--- config.mk ---
export PLATFORM = sky130hd
export DESIGN_NAME = psb_bridge
export DESIGN_NICKNAME = d
export VERILOG_FILES = /design/src/psb_bridge.v /design/src/psb_sync.v /design/src/psb_timeout.v
export VERILOG_INCLUDE_DIRS = /design/src /design/src/pkg
export SDC_FILE = /design/constraint.sdc
export NUM_CORES = 1
export LEC_CHECK = 0
export BUFFER_PORTS_ARGS = -buffer_cell sky130_fd_sc_hd__buf_4
export CAP_MARGIN = 15
export CELL_PAD_IN_SITES_DETAIL_PLACEMENT = 1
export CELL_PAD_IN_SITES_GLOBAL_PLACEMENT = 1
export CORE_MARGIN = 4
export CORE_UTILIZATION = 40
export DETAILED_ROUTE_END_ITERATION = 10
export PLACE_DENSITY = 0.8
export SLEW_MARGIN = 0
export SYNTH_ARGS = -nofsm -noshare
export SYNTH_HDL_FRONTEND = slang
export SYNTH_SLANG_ARGS = --single-unit
--- constraint.sdc ---
create_clock -name sys_clk -period 11 [get_ports sys_clk]
set_input_delay 2.2 -clock sys_clk [delete_from_list [all_inputs] [get_ports sys_clk]]
set_output_delay 2.2 -clock sys_clk [all_outputs]
set_load 0.02 [all_outputs]
--- src/pkg/psb_consts.vh ---
// Purpose: constants for the processor to system bus bridge
// Assumes: 100 MHz sys_clk
// Notes:   included by every design file of the bridge
`ifndef PSB_CONSTS_VH
`define PSB_CONSTS_VH

// ****************************************************************
// clocking
// ****************************************************************
`define PSB_SYS_HZ        64'd100000000
`define PSB_CPU_HZ        64'd4915200
`define PSB_ACC_W         24
`define PSB_CPU_INC       ((`PSB_CPU_HZ << `PSB_ACC_W) / `PSB_SYS_HZ)
`define PSB_BCLK_HALF     3'h5
`define PSB_BCLK_RST      3'h0

// ****************************************************************
// processor cycle-state codes {s2,s1,s0}
// ****************************************************************
`define PSB_CYC_INTA      3'h0
`define PSB_CYC_IOR       3'h1
`define PSB_CYC_IOW       3'h2
`define PSB_CYC_HALT      3'h3
`define PSB_CYC_FETCH     3'h4
`define PSB_CYC_MEMR      3'h5
`define PSB_CYC_MEMW      3'h6
`define PSB_CYC_IDLE      3'h7

// ****************************************************************
// address map
// ****************************************************************
`define PSB_STAT_IO_ADDR  16'h00F0
`define PSB_ROM_REGION    4'hF
`define PSB_IO_LOCAL_HI   8'h00
`define PSB_IO_SEL_LSB    7
`define PSB_MEM_SEL_LSB   17

// ****************************************************************
// status word and timeout
// ****************************************************************
`define PSB_STAT_A_BIT    0
`define PSB_STAT_B_BIT    1
`define PSB_STAT_ERR_BIT  2
`define PSB_TMO_TICKS     2'h2

// ****************************************************************
// synchroniser bundle layout
// ****************************************************************
`define PSB_SYNC_W        54
`define PSB_SYNC_RST      54'h0
`endif

--- src/psb_bridge.v ---
// Purpose: bridge from a multiplexed processor bus to a backplane bus
// Assumes: 100 MHz sys_clk, all pins asynchronous to it
// Notes:   bus commands, ack and busy are active low open-drain lines
//
// Summary of operation
// - unanswered command gets a substitute acknowledge driven by us
// - missed acknowledge sets an error flag and raises an interrupt
// - multiplexed bus split into local and system address and data
// - local address bits decoded into memory and I/O region selects
// - cycle-state lines decoded to type and sequence each cycle
// - request, grant and busy decide who may use the system bus
// - memory and I/O commands driven for system-directed transfers
// - processor clock generated at 4.9152 MHz
// - reset and ready synchronised to processor clock
// - free-running system bus clock generated for all boards
// - two board status bits readable, status read strobe to detector
// - timeout length set by a programmable timer channel
`timescale 1ns/10ps
`include "psb_consts.vh"

module psb_bridge (
  input  wire        sys_clk,
  input  wire        sys_rst,
  input  wire [19:0] muxed_ad_in,
  output reg  [15:0] muxed_ad_out,
  output reg         muxed_ad_oe,
  input  wire        addr_latch_strobe,
  input  wire        cycle_state_0,
  input  wire        cycle_state_1,
  input  wire        cycle_state_2,
  input  wire        ext_reset_in,
  input  wire        ext_ready_in,
  output reg         cpu_clk,
  output reg         cpu_reset,
  output reg         cpu_ready,
  output reg  [19:0] local_addr,
  output reg  [15:0] local_data,
  output reg  [7:0]  io_region_sel,
  output reg  [7:0]  mem_region_sel,
  output reg         inta_cycle,
  output reg         halt_cycle,
  output reg  [19:0] sys_addr_out,
  output reg         sys_addr_oe,
  input  wire [15:0] sys_data_in,
  output reg  [15:0] sys_data_out,
  output reg         sys_data_oe,
  output reg         mem_read_cmd_n,
  output reg         mem_write_cmd_n,
  output reg         io_read_cmd_n,
  output reg         io_write_cmd_n,
  output reg         early_io_write_cmd_n,
  output reg         sys_cmd_oe,
  input  wire [4:0]  bus_cmd_sense_n,
  input  wire        command_ack_primary_n_in,
  output reg         command_ack_primary_n_out,
  output reg         command_ack_primary_oe,
  input  wire        command_ack_secondary_n_in,
  output reg         bus_request_n,
  input  wire        bus_priority_grant_in_n,
  input  wire        bus_busy_n_in,
  output reg         bus_busy_n_out,
  output reg         bus_busy_oe,
  output reg         sys_bus_clk,
  input  wire        board_status_a_n,
  input  wire        board_status_b_n,
  input  wire        timer_chan_out,
  output reg         status_read_strobe,
  output reg         bus_error_flag,
  output reg         bus_timeout_irq
);

  // ****************************************************************
  // master state machine codes
  // ****************************************************************
  localparam ST_IDLE = 3'h0;
  localparam ST_REQ  = 3'h1;
  localparam ST_ADDR = 3'h2;
  localparam ST_CMD  = 3'h3;
  localparam ST_DONE = 3'h4;
  localparam [63:0] CPU_INC_FULL = `PSB_CPU_INC;

  // one-hot of a three-bit field
  function [7:0] onehot3;
    input [2:0] v;
    begin
      onehot3 = 8'h01 << v;
    end
  endfunction

  // system-directed cycle test
  function is_sys;
    input [2:0]  cyc;
    input [19:0] a;
    begin
      case (cyc)
        `PSB_CYC_MEMR, `PSB_CYC_MEMW, `PSB_CYC_FETCH: begin
          is_sys = (a[19:16] != `PSB_ROM_REGION);
        end
        `PSB_CYC_IOR, `PSB_CYC_IOW: begin
          is_sys = (a[15:8] != `PSB_IO_LOCAL_HI);
        end
        default: begin
          is_sys = 1'b0;
        end
      endcase
    end
  endfunction

  // ****************************************************************
  // input synchronisation
  // ****************************************************************
  wire [`PSB_SYNC_W-1:0] sync_in;
  wire [`PSB_SYNC_W-1:0] sync_q;
  wire [19:0] ad_s;
  wire        ale_s;
  wire [2:0]  cs_s;
  wire        rst_s;
  wire        rdy_s;
  wire [15:0] sdat_s;
  wire [4:0]  cmd_s_n;
  wire        ack1_s_n;
  wire        ack2_s_n;
  wire        grant_s_n;
  wire        busy_s_n;
  wire        stat_a_s_n;
  wire        stat_b_s_n;
  wire        tmr_s;

  assign sync_in = {muxed_ad_in, addr_latch_strobe, cycle_state_2,
                    cycle_state_1, cycle_state_0, ext_reset_in,
                    ext_ready_in, sys_data_in, bus_cmd_sense_n,
                    command_ack_primary_n_in,
                    command_ack_secondary_n_in,
                    bus_priority_grant_in_n, bus_busy_n_in,
                    board_status_a_n, board_status_b_n,
                    timer_chan_out};
  assign {ad_s, ale_s, cs_s, rst_s, rdy_s, sdat_s, cmd_s_n,
          ack1_s_n, ack2_s_n, grant_s_n, busy_s_n, stat_a_s_n,
          stat_b_s_n, tmr_s} = sync_q;

  psb_sync #(
    .W        (`PSB_SYNC_W)
  ) u_sync (
    .sys_clk  (sys_clk),
    .sys_rst  (sys_rst),
    .async_in (sync_in),
    .sync_out (sync_q)
  );

  // ****************************************************************
  // edge detection and derived conditions
  // ****************************************************************
  reg         ale_d;
  reg         tmr_d;
  wire        ale_rise;
  wire        tmr_tick;
  wire        any_cmd;
  wire        ack_seen;
  wire        ack_drive;
  wire        err_flag;
  wire        irq;
  reg  [2:0]  cyc;
  reg         sys_pend;
  reg         stat_rd;
  reg  [2:0]  state;
  reg  [2:0]  next_state;

  assign ale_rise = ale_s && !ale_d;
  assign tmr_tick = tmr_s && !tmr_d;
  assign any_cmd  = (cmd_s_n != 5'h1F);
  assign ack_seen = !ack1_s_n || !ack2_s_n;

  // previous samples for edge finding
  always @(posedge sys_clk or posedge sys_rst) begin
    if (sys_rst) begin
      ale_d <= 1'b0;
      tmr_d <= 1'b0;
    end else begin
      ale_d <= ale_s;
      tmr_d <= tmr_s;
    end
  end

  // ****************************************************************
  // processor and bus clocks
  // ****************************************************************
  reg  [`PSB_ACC_W-1:0] cpu_acc;
  reg  [2:0]            bclk_cnt;
  wire                  cpu_edge;

  assign cpu_edge = !cpu_clk && cpu_acc[`PSB_ACC_W-1];

  // phase accumulator, top bit is the processor clock
  always @(posedge sys_clk or posedge sys_rst) begin
    if (sys_rst) begin
      cpu_acc <= {`PSB_ACC_W{1'b0}};
      cpu_clk <= 1'b0;
    end else begin
      cpu_acc <= cpu_acc + CPU_INC_FULL[`PSB_ACC_W-1:0];
      cpu_clk <= cpu_acc[`PSB_ACC_W-1];
    end
  end

  // free-running divider for the backplane clock
  always @(posedge sys_clk or posedge sys_rst) begin
    if (sys_rst) begin
      bclk_cnt    <= `PSB_BCLK_RST;
      sys_bus_clk <= 1'b0;
    end else if (bclk_cnt == `PSB_BCLK_HALF - 3'h1) begin
      bclk_cnt    <= `PSB_BCLK_RST;
      sys_bus_clk <= !sys_bus_clk;
    end else begin
      bclk_cnt <= bclk_cnt + 3'h1;
    end
  end

  // reset and ready retimed to the processor clock edge
  always @(posedge sys_clk or posedge sys_rst) begin
    if (sys_rst) begin
      cpu_reset <= 1'b1;
      cpu_ready <= 1'b0;
    end else if (cpu_edge) begin
      cpu_reset <= rst_s;
      cpu_ready <= rdy_s && !sys_pend;
    end
  end

  // ****************************************************************
  // cycle capture, demultiplexing and decode
  // ****************************************************************
  // latch address and cycle type at the address strobe
  always @(posedge sys_clk or posedge sys_rst) begin
    if (sys_rst) begin
      local_addr     <= 20'h00000;
      local_data     <= 16'h0000;
      cyc            <= `PSB_CYC_IDLE;
      io_region_sel  <= 8'h00;
      mem_region_sel <= 8'h00;
      inta_cycle     <= 1'b0;
      halt_cycle     <= 1'b0;
      sys_pend       <= 1'b0;
    end else if (ale_rise) begin
      local_addr <= ad_s;
      cyc        <= cs_s;
      inta_cycle <= (cs_s == `PSB_CYC_INTA);
      halt_cycle <= (cs_s == `PSB_CYC_HALT);
      sys_pend   <= is_sys(cs_s, ad_s);
      io_region_sel <= (cs_s == `PSB_CYC_IOR || cs_s == `PSB_CYC_IOW) ?
        onehot3(ad_s[`PSB_IO_SEL_LSB+2:`PSB_IO_SEL_LSB]) : 8'h00;
      mem_region_sel <= (cs_s[2] && cs_s != `PSB_CYC_IDLE) ?
        onehot3(ad_s[`PSB_MEM_SEL_LSB+2:`PSB_MEM_SEL_LSB]) : 8'h00;
    end else begin
      local_data <= ad_s[15:0];
      if (cs_s == `PSB_CYC_IDLE) begin
        io_region_sel  <= 8'h00;
        mem_region_sel <= 8'h00;
        cyc            <= `PSB_CYC_IDLE;
      end
      if (state == ST_DONE) begin
        sys_pend <= 1'b0;
      end
    end
  end

  // ****************************************************************
  // status read
  // ****************************************************************
  // one pulse per strobe of the status address
  always @(posedge sys_clk or posedge sys_rst) begin
    if (sys_rst) begin
      stat_rd            <= 1'b0;
      status_read_strobe <= 1'b0;
    end else begin
      stat_rd <= ale_rise && cs_s == `PSB_CYC_IOR &&
                 ad_s[15:0] == `PSB_STAT_IO_ADDR;
      status_read_strobe <= stat_rd;
    end
  end

  // ****************************************************************
  // bus mastership state machine
  // ****************************************************************
  // request, wait for grant and free bus, command, wait ack
  always @* begin
    next_state = state;
    case (state)
      ST_IDLE: begin
        if (sys_pend) begin
          next_state = ST_REQ;
        end
      end
      ST_REQ: begin
        if (!grant_s_n && busy_s_n) begin
          next_state = ST_ADDR;
        end
      end
      ST_ADDR: begin
        next_state = ST_CMD;
      end
      ST_CMD: begin
        if (ack_seen) begin
          next_state = ST_DONE;
        end
      end
      ST_DONE: begin
        if (cs_s == `PSB_CYC_IDLE) begin
          next_state = ST_IDLE;
        end
      end
      default: begin
        next_state = ST_IDLE;
      end
    endcase
  end

  always @(posedge sys_clk or posedge sys_rst) begin
    if (sys_rst) begin
      state <= ST_IDLE;
    end else begin
      state <= next_state;
    end
  end

  // ****************************************************************
  // system bus drive
  // ****************************************************************
  // address, data, commands and busy follow the state
  always @(posedge sys_clk or posedge sys_rst) begin
    if (sys_rst) begin
      bus_request_n        <= 1'b1;
      bus_busy_n_out       <= 1'b1;
      bus_busy_oe          <= 1'b0;
      sys_addr_out         <= 20'h00000;
      sys_addr_oe          <= 1'b0;
      sys_data_out         <= 16'h0000;
      sys_data_oe          <= 1'b0;
      mem_read_cmd_n       <= 1'b1;
      mem_write_cmd_n      <= 1'b1;
      io_read_cmd_n        <= 1'b1;
      io_write_cmd_n       <= 1'b1;
      early_io_write_cmd_n <= 1'b1;
      sys_cmd_oe           <= 1'b0;
    end else begin
      bus_request_n  <= !(next_state == ST_REQ);
      bus_busy_oe    <= (next_state == ST_ADDR ||
                         next_state == ST_CMD);
      bus_busy_n_out <= !(next_state == ST_ADDR ||
                          next_state == ST_CMD);
      sys_addr_out   <= local_addr;
      sys_addr_oe    <= (next_state == ST_ADDR ||
                         next_state == ST_CMD);
      sys_data_out   <= local_data;
      sys_data_oe    <= (next_state == ST_ADDR ||
                         next_state == ST_CMD) &&
                        (cyc == `PSB_CYC_MEMW || cyc == `PSB_CYC_IOW);
      sys_cmd_oe     <= (next_state == ST_ADDR ||
                         next_state == ST_CMD);
      mem_read_cmd_n <= !(next_state == ST_CMD &&
        (cyc == `PSB_CYC_MEMR || cyc == `PSB_CYC_FETCH));
      mem_write_cmd_n <= !(next_state == ST_CMD &&
        cyc == `PSB_CYC_MEMW);
      io_read_cmd_n <= !(next_state == ST_CMD &&
        cyc == `PSB_CYC_IOR);
      io_write_cmd_n <= !(next_state == ST_CMD &&
        cyc == `PSB_CYC_IOW);
      early_io_write_cmd_n <= !((next_state == ST_ADDR ||
        next_state == ST_CMD) && cyc == `PSB_CYC_IOW);
    end
  end

  // ****************************************************************
  // return data to the processor
  // ****************************************************************
  // system read data or status word driven until the cycle ends
  always @(posedge sys_clk or posedge sys_rst) begin
    if (sys_rst) begin
      muxed_ad_out <= 16'h0000;
      muxed_ad_oe  <= 1'b0;
    end else if (stat_rd) begin
      muxed_ad_out <= 16'h0000;
      muxed_ad_out[`PSB_STAT_A_BIT]   <= !stat_a_s_n;
      muxed_ad_out[`PSB_STAT_B_BIT]   <= !stat_b_s_n;
      muxed_ad_out[`PSB_STAT_ERR_BIT] <= err_flag;
      muxed_ad_oe  <= 1'b1;
    end else if (state == ST_CMD && ack_seen &&
                 (cyc == `PSB_CYC_MEMR || cyc == `PSB_CYC_IOR ||
                  cyc == `PSB_CYC_FETCH)) begin
      muxed_ad_out <= sdat_s;
      muxed_ad_oe  <= 1'b1;
    end else if (cs_s == `PSB_CYC_IDLE) begin
      muxed_ad_oe  <= 1'b0;
    end
  end

  // ****************************************************************
  // bus timeout detector
  // ****************************************************************
  psb_timeout u_tmo (
    .sys_clk    (sys_clk),
    .sys_rst    (sys_rst),
    .cmd_active (any_cmd),
    .ack_seen   (ack_seen),
    .tick       (tmr_tick),
    .stat_rd    (status_read_strobe),
    .ack_drive  (ack_drive),
    .err_flag   (err_flag),
    .irq        (irq)
  );

  // substitute acknowledge and flags onto the pins
  always @(posedge sys_clk or posedge sys_rst) begin
    if (sys_rst) begin
      command_ack_primary_n_out <= 1'b1;
      command_ack_primary_oe    <= 1'b0;
      bus_error_flag            <= 1'b0;
      bus_timeout_irq           <= 1'b0;
    end else begin
      command_ack_primary_n_out <= !ack_drive;
      command_ack_primary_oe    <= ack_drive;
      bus_error_flag            <= err_flag;
      bus_timeout_irq           <= irq;
    end
  end

endmodule

--- src/psb_sync.v ---
// Purpose: two-flop synchroniser for a bundle of asynchronous inputs
// Assumes: each bit is an independent level
// Notes:   first stage is read only by the second stage
`timescale 1ns/10ps
`include "psb_consts.vh"

module psb_sync #(
  parameter W = `PSB_SYNC_W
) (
  input  wire         sys_clk,
  input  wire         sys_rst,
  input  wire [W-1:0] async_in,
  output wire [W-1:0] sync_out
);

  // ****************************************************************
  // per-bit double flop
  // ****************************************************************
  genvar i;
  generate
    for (i = 0; i < W; i = i + 1) begin : g_bit
      reg stage1;
      reg stage2;
      // sample then resample to settle metastability
      always @(posedge sys_clk or posedge sys_rst) begin
        if (sys_rst) begin
          stage1 <= 1'b0;
          stage2 <= 1'b0;
        end else begin
          stage1 <= async_in[i];
          stage2 <= stage1;
        end
      end
      assign sync_out[i] = stage2;
    end
  endgenerate

endmodule

--- src/psb_timeout.v ---
// Purpose: system bus timeout detector
// Assumes: tick is a one-cycle pulse from an interval timer channel
// Notes:   substitute acknowledge holds until the command is removed
`timescale 1ns/10ps
`include "psb_consts.vh"

module psb_timeout (
  input  wire sys_clk,
  input  wire sys_rst,
  input  wire cmd_active,
  input  wire ack_seen,
  input  wire tick,
  input  wire stat_rd,
  output reg  ack_drive,
  output reg  err_flag,
  output reg  irq
);

  reg  [1:0] tick_cnt;
  wire       expire;

  // timeout when enough timer intervals pass with no acknowledge
  assign expire = cmd_active && !ack_seen && tick &&
                  (tick_cnt == `PSB_TMO_TICKS - 2'h1);

  // ****************************************************************
  // interval counting
  // ****************************************************************
  // count runs only while a command stands unanswered
  always @(posedge sys_clk or posedge sys_rst) begin
    if (sys_rst) begin
      tick_cnt <= 2'h0;
    end else if (!cmd_active || ack_seen) begin
      tick_cnt <= 2'h0;
    end else if (tick && tick_cnt != `PSB_TMO_TICKS) begin
      tick_cnt <= tick_cnt + 2'h1;
    end
  end

  // ****************************************************************
  // substitute acknowledge, error flag and interrupt
  // ****************************************************************
  // set wins over the clear from a status read
  always @(posedge sys_clk or posedge sys_rst) begin
    if (sys_rst) begin
      ack_drive <= 1'b0;
      err_flag  <= 1'b0;
      irq       <= 1'b0;
    end else begin
      if (expire) begin
        ack_drive <= 1'b1;
      end else if (!cmd_active) begin
        ack_drive <= 1'b0;
      end
      if (expire) begin
        err_flag <= 1'b1;
        irq      <= 1'b1;
      end else if (stat_rd) begin
        err_flag <= 1'b0;
        irq      <= 1'b0;
      end
    end
  end

endmodule
==> impl_metrics.yaml <==
logic_synthesis:
  post_synth_inst_count: 622
  ys_seq_elements: 273
  synthFlopType: "sky130_fd_sc_hd__dfrtp_1"
  synth_top_cells_by_area: "sky130_fd_sc_hd__dfrtp_1 (74%), sky130_fd_sc_hd__nand2_1 (5.6%), sky130_fd_sc_hd__dfstp_2 (3.6%)"
  proportion_of_synthesized_chip_area_in_sequential_cells_pct: 77.5
  synthesis.nets: 683
  async_flop_share_pct: 100
  synth-warning-count: 0
  synthesis.area_per_instance_sq_um: 14.2
  syn-cell-area_sq_um: 8830
  post_synth_num_cell_types: 57
  post-synth-top-area-cell: "sky130_fd_sc_hd__dfrtp_1"
  synth_top_area_share_pct: 73.9
  synth-edff-count: 0
clocking:
  cts_hold_fix_bufs: 0
  cts_htree_levels: 1
  cts_buffers: 28
  post_cts_setup_buffer_count: 0
  cts_tree: "built"
  post_cts_resized: 0
  cts_sinks: 273
  clk_pin_slew_worst_paths_ns: 0.06
  clock_tree.buffer_depth: 3
  worst_skew_pair.late_latency_ns: 0.53
  root_buffer: "sky130_fd_sc_hd__clkbuf_16"
sta:
  maxClockFrequency_mhz: 293
  layout_worst_path_cycle_share_pct: 31.0
  largest_clock_skew_in_the_final_design_ns: 0.0138
  setup_viol: 0
  slew-limit-headroom_pct: 31.1
  setup_ws_ns: 7.59
  fin_tns_setup_ns: 0
  final_max_slew_viol_count: 0
  tightest_slew_ns: 1.03
  hold_viol: 0
  grt_setup_unrepaired: "no"
  fin_crit_ns: 3.41
drt:
  route.final.wire_length_um: 21200
  drt-wirelength-per-cell_um: 19.0
  dr_total_vias: 5452
  drc_errors: 0
  drt_pre_antenna_iters: 4
  routed_via_density: 4.87
  antenna_violating_nets_post_route: 0
  drt_iter0_markers: 195
outcome:
  run_status: "complete, no violations"
cells_and_area:
  final_cell_mix: "sky130_fd_sc_hd__dfrtp_1 (261), sky130_fd_sc_hd__buf_4 (185), sky130_fd_sc_hd__nand2_1 (131), sky130_fd_sc_hd__clkbuf_16 (29), sky130_fd_sc_hd__nor2_1 (28)"
  net_count_final: 881
  finish.cell_count_without_fillers: 1120
  drive_gt1_share_pct: 30.8
  insertedDiodeCount: 0
  layout_commonest_cell: "sky130_fd_sc_hd__dfrtp_1"
  syn_to_final_growth_pct: 29.2
placement:
  gp_routability_congestion: 0.770
  numPlacedInstances: 1070
  place_hpwl_um: 14400
  placement.io_buffers: 182
  dp_slack_ns: 6.95
setup_path:
  crit_arrival_ns: 3.92
  cp_slowest_cell: "sky130_fd_sc_hd__buf_4"
  timing.critical_path.slowest_cell_delay_ns: 0.85
  critical_path_peak_fanout: 138
  worst_path_most_repeated_cell: "sky130_fd_sc_hd__buf_4"
  critical_path_required_ns: 11.51
  end_kind: "asynchronous set/reset pin"
  start_kind: "input pin"
  cp_cell_sequence: "buf_4 > inv_8 > buf_4"
  setup.worst_path.class: "input pin to asynchronous set/reset pin"
  cp_top_family: "buffers and inverters"
  worst-path-buf-inv: 3
grt:
  number_of_antenna_violations_at_the_first_check_in_global_routing: 0
  grt_start_max_net_pins: 139
  total_overflow_reported_by_the_global_router: 0
  first_global_vias: 6285
  grtUsageTotal_pct: 17.6
  grt_first_pass_wirelength_um: 34400
die:
  fp-row-count: 54
  core_region_area_sq_um: 21800
  fp.dieArea_sq_um: 24500
  dieWidth_um: 157
  die-height_um: 157
  initial_core_util_pct: 40.6
  io_pins: 183
hold_path:
  hold_class: "register to register"
power:
  fin_total_pwr_w: 0.00244
  power.density_nw_per_um2: 214
  power.static_leakage_nw: 5.48
  max-vdd-ir-drop_mv: 0.174
job:
  max-cap-violations: 0
==> cell usage after synthesis (4+ instances only) <==
cell,instances
sky130_fd_sc_hd__dfrtp_1,261
sky130_fd_sc_hd__nand2_1,131
sky130_fd_sc_hd__nor2_1,28
sky130_fd_sc_hd__mux2i_1,18
sky130_fd_sc_hd__inv_1,14
sky130_fd_sc_hd__xnor2_1,14
sky130_fd_sc_hd__dfstp_2,12
sky130_fd_sc_hd__nand3_1,12
sky130_fd_sc_hd__xor2_1,10
sky130_fd_sc_hd__a21oi_1,9
sky130_fd_sc_hd__o21ai_1,9
sky130_fd_sc_hd__o31ai_1,9
sky130_fd_sc_hd__a32o_1,8
sky130_fd_sc_hd__o21ai_0,6
sky130_fd_sc_hd__clkbuf_1,5
sky130_fd_sc_hd__ha_1,5
sky130_fd_sc_hd__buf_1,4
sky130_fd_sc_hd__buf_2,4
sky130_fd_sc_hd__nor2b_1,4
==> kinds of logic (layout without fill, tap and decap cells) <==
kind of cell / count (synthesis) / after routing / synth area share, %
AOI/OAI and AO/OA: 60 / 60 / 4.87
xor gates and xnor gates: 24 / 24 / 2.38
adders and majority gates: 5 / 5 / 0.708
buffers and inverters: 33 / 251 / 1.67
DFF: 273 / 273 / 77.5
muxes: 20 / 20 / 2.29
and+or+nand+nor: 207 / 207 / 10.6
==> worst register-to-register path: stages, from the launching register on <==
cell	delay (ns)
sky130_fd_sc_hd__dfrtp_1	0.38
sky130_fd_sc_hd__nand2b_2	0.68
sky130_fd_sc_hd__nor3_1	0.58
sky130_fd_sc_hd__nand2_1	0.17
sky130_fd_sc_hd__o31ai_1	0.24
==> layer usage <==
metal  wire length [um]  global-route usage [%]  share of wire, %  up-vias
li1                   -                       -                 -     2455
met1               8290                    21.5                39     2841
met2              11400                    32.1                54      122
met3               1140                    3.90               5.4       34
met4                386                    4.01               1.8        0
met5                  0                       0                 0        -
==> flip-flops by register name (all words and copies together), names as in the netlist, 2 cells and up <==
name / count
sys_data_out: 16
u_tmo.tick_cnt: 2
cpu_acc: 24
u_sync.g_bit.stage2: 54
local_data: 16
state: 3
mem_region_sel: 8
cyc: 3
bclk_cnt: 3
local_addr: 20
sys_addr_out: 20
io_region_sel: 8
muxed_ad_out: 16
u_sync.g_bit.stage1: 54
==> layout make-up <==
| cell class | count | area, sq um |
|---|---|---|
| fill | 2231 | 10300 |
| tap | 280 | 350 |
| inverter | 16 | 67.6 |
| sequential | 273 | 6850 |
| timing repair buffer | 185 | 1390 |
| clock inverter | 9 | 76.3 |
| clock buffer | 41 | 841 |
| multi-input combinational | 316 | 1840 |
==> report_power, final <==
group          switching, W  total (W)  internal, W
registers         0.0000644    0.00117      0.00111
clock network      0.000373   0.000923     0.000550
logic              0.000208   0.000350     0.000142
==> final timing paths <==
kind | from | endpoint | slack (ns) | depth (start not counted)
setup reg to reg | ale_d$_DFF_PP0_ | io_region_sel[7]$_DFFE_PP0P_ | 8.86 | 4
hold / removal | u_sync.g_bit[24].stage1$_DFF_PP0_ | u_sync.g_bit[24].stage2$_DFF_PP0_ | 0.34 | 0
setup / recovery | sys_rst | u_sync.g_bit[4].stage2$_DFF_PP0_ | 7.59 | 3
hold reg to reg | u_sync.g_bit[24].stage1$_DFF_PP0_ | u_sync.g_bit[24].stage2$_DFF_PP0_ | 0.34 | 0
min in group asynchronous | sys_rst | sys_data_oe$_DFF_PP0_ | 1.89 | 2
max in group sys_clk | cpu_reset$_DFFE_PP1P_ | cpu_reset | 7.62 | 1
==> through the flow <==
stage / hold slack, ns / area, sq um / utilization, %
global placement: 0.331 / 10500 / 48.2
global route: 0.349 / 11400 / 52.5
detailed placement: 0.336 / 10500 / 48.2
CTS: 0.346 / 11400 / 52.5
finish: 0.344 / 11400 / 52.5
floorplan: 0.331 / 8830 / -
Power figures use the tool's default switching activity.
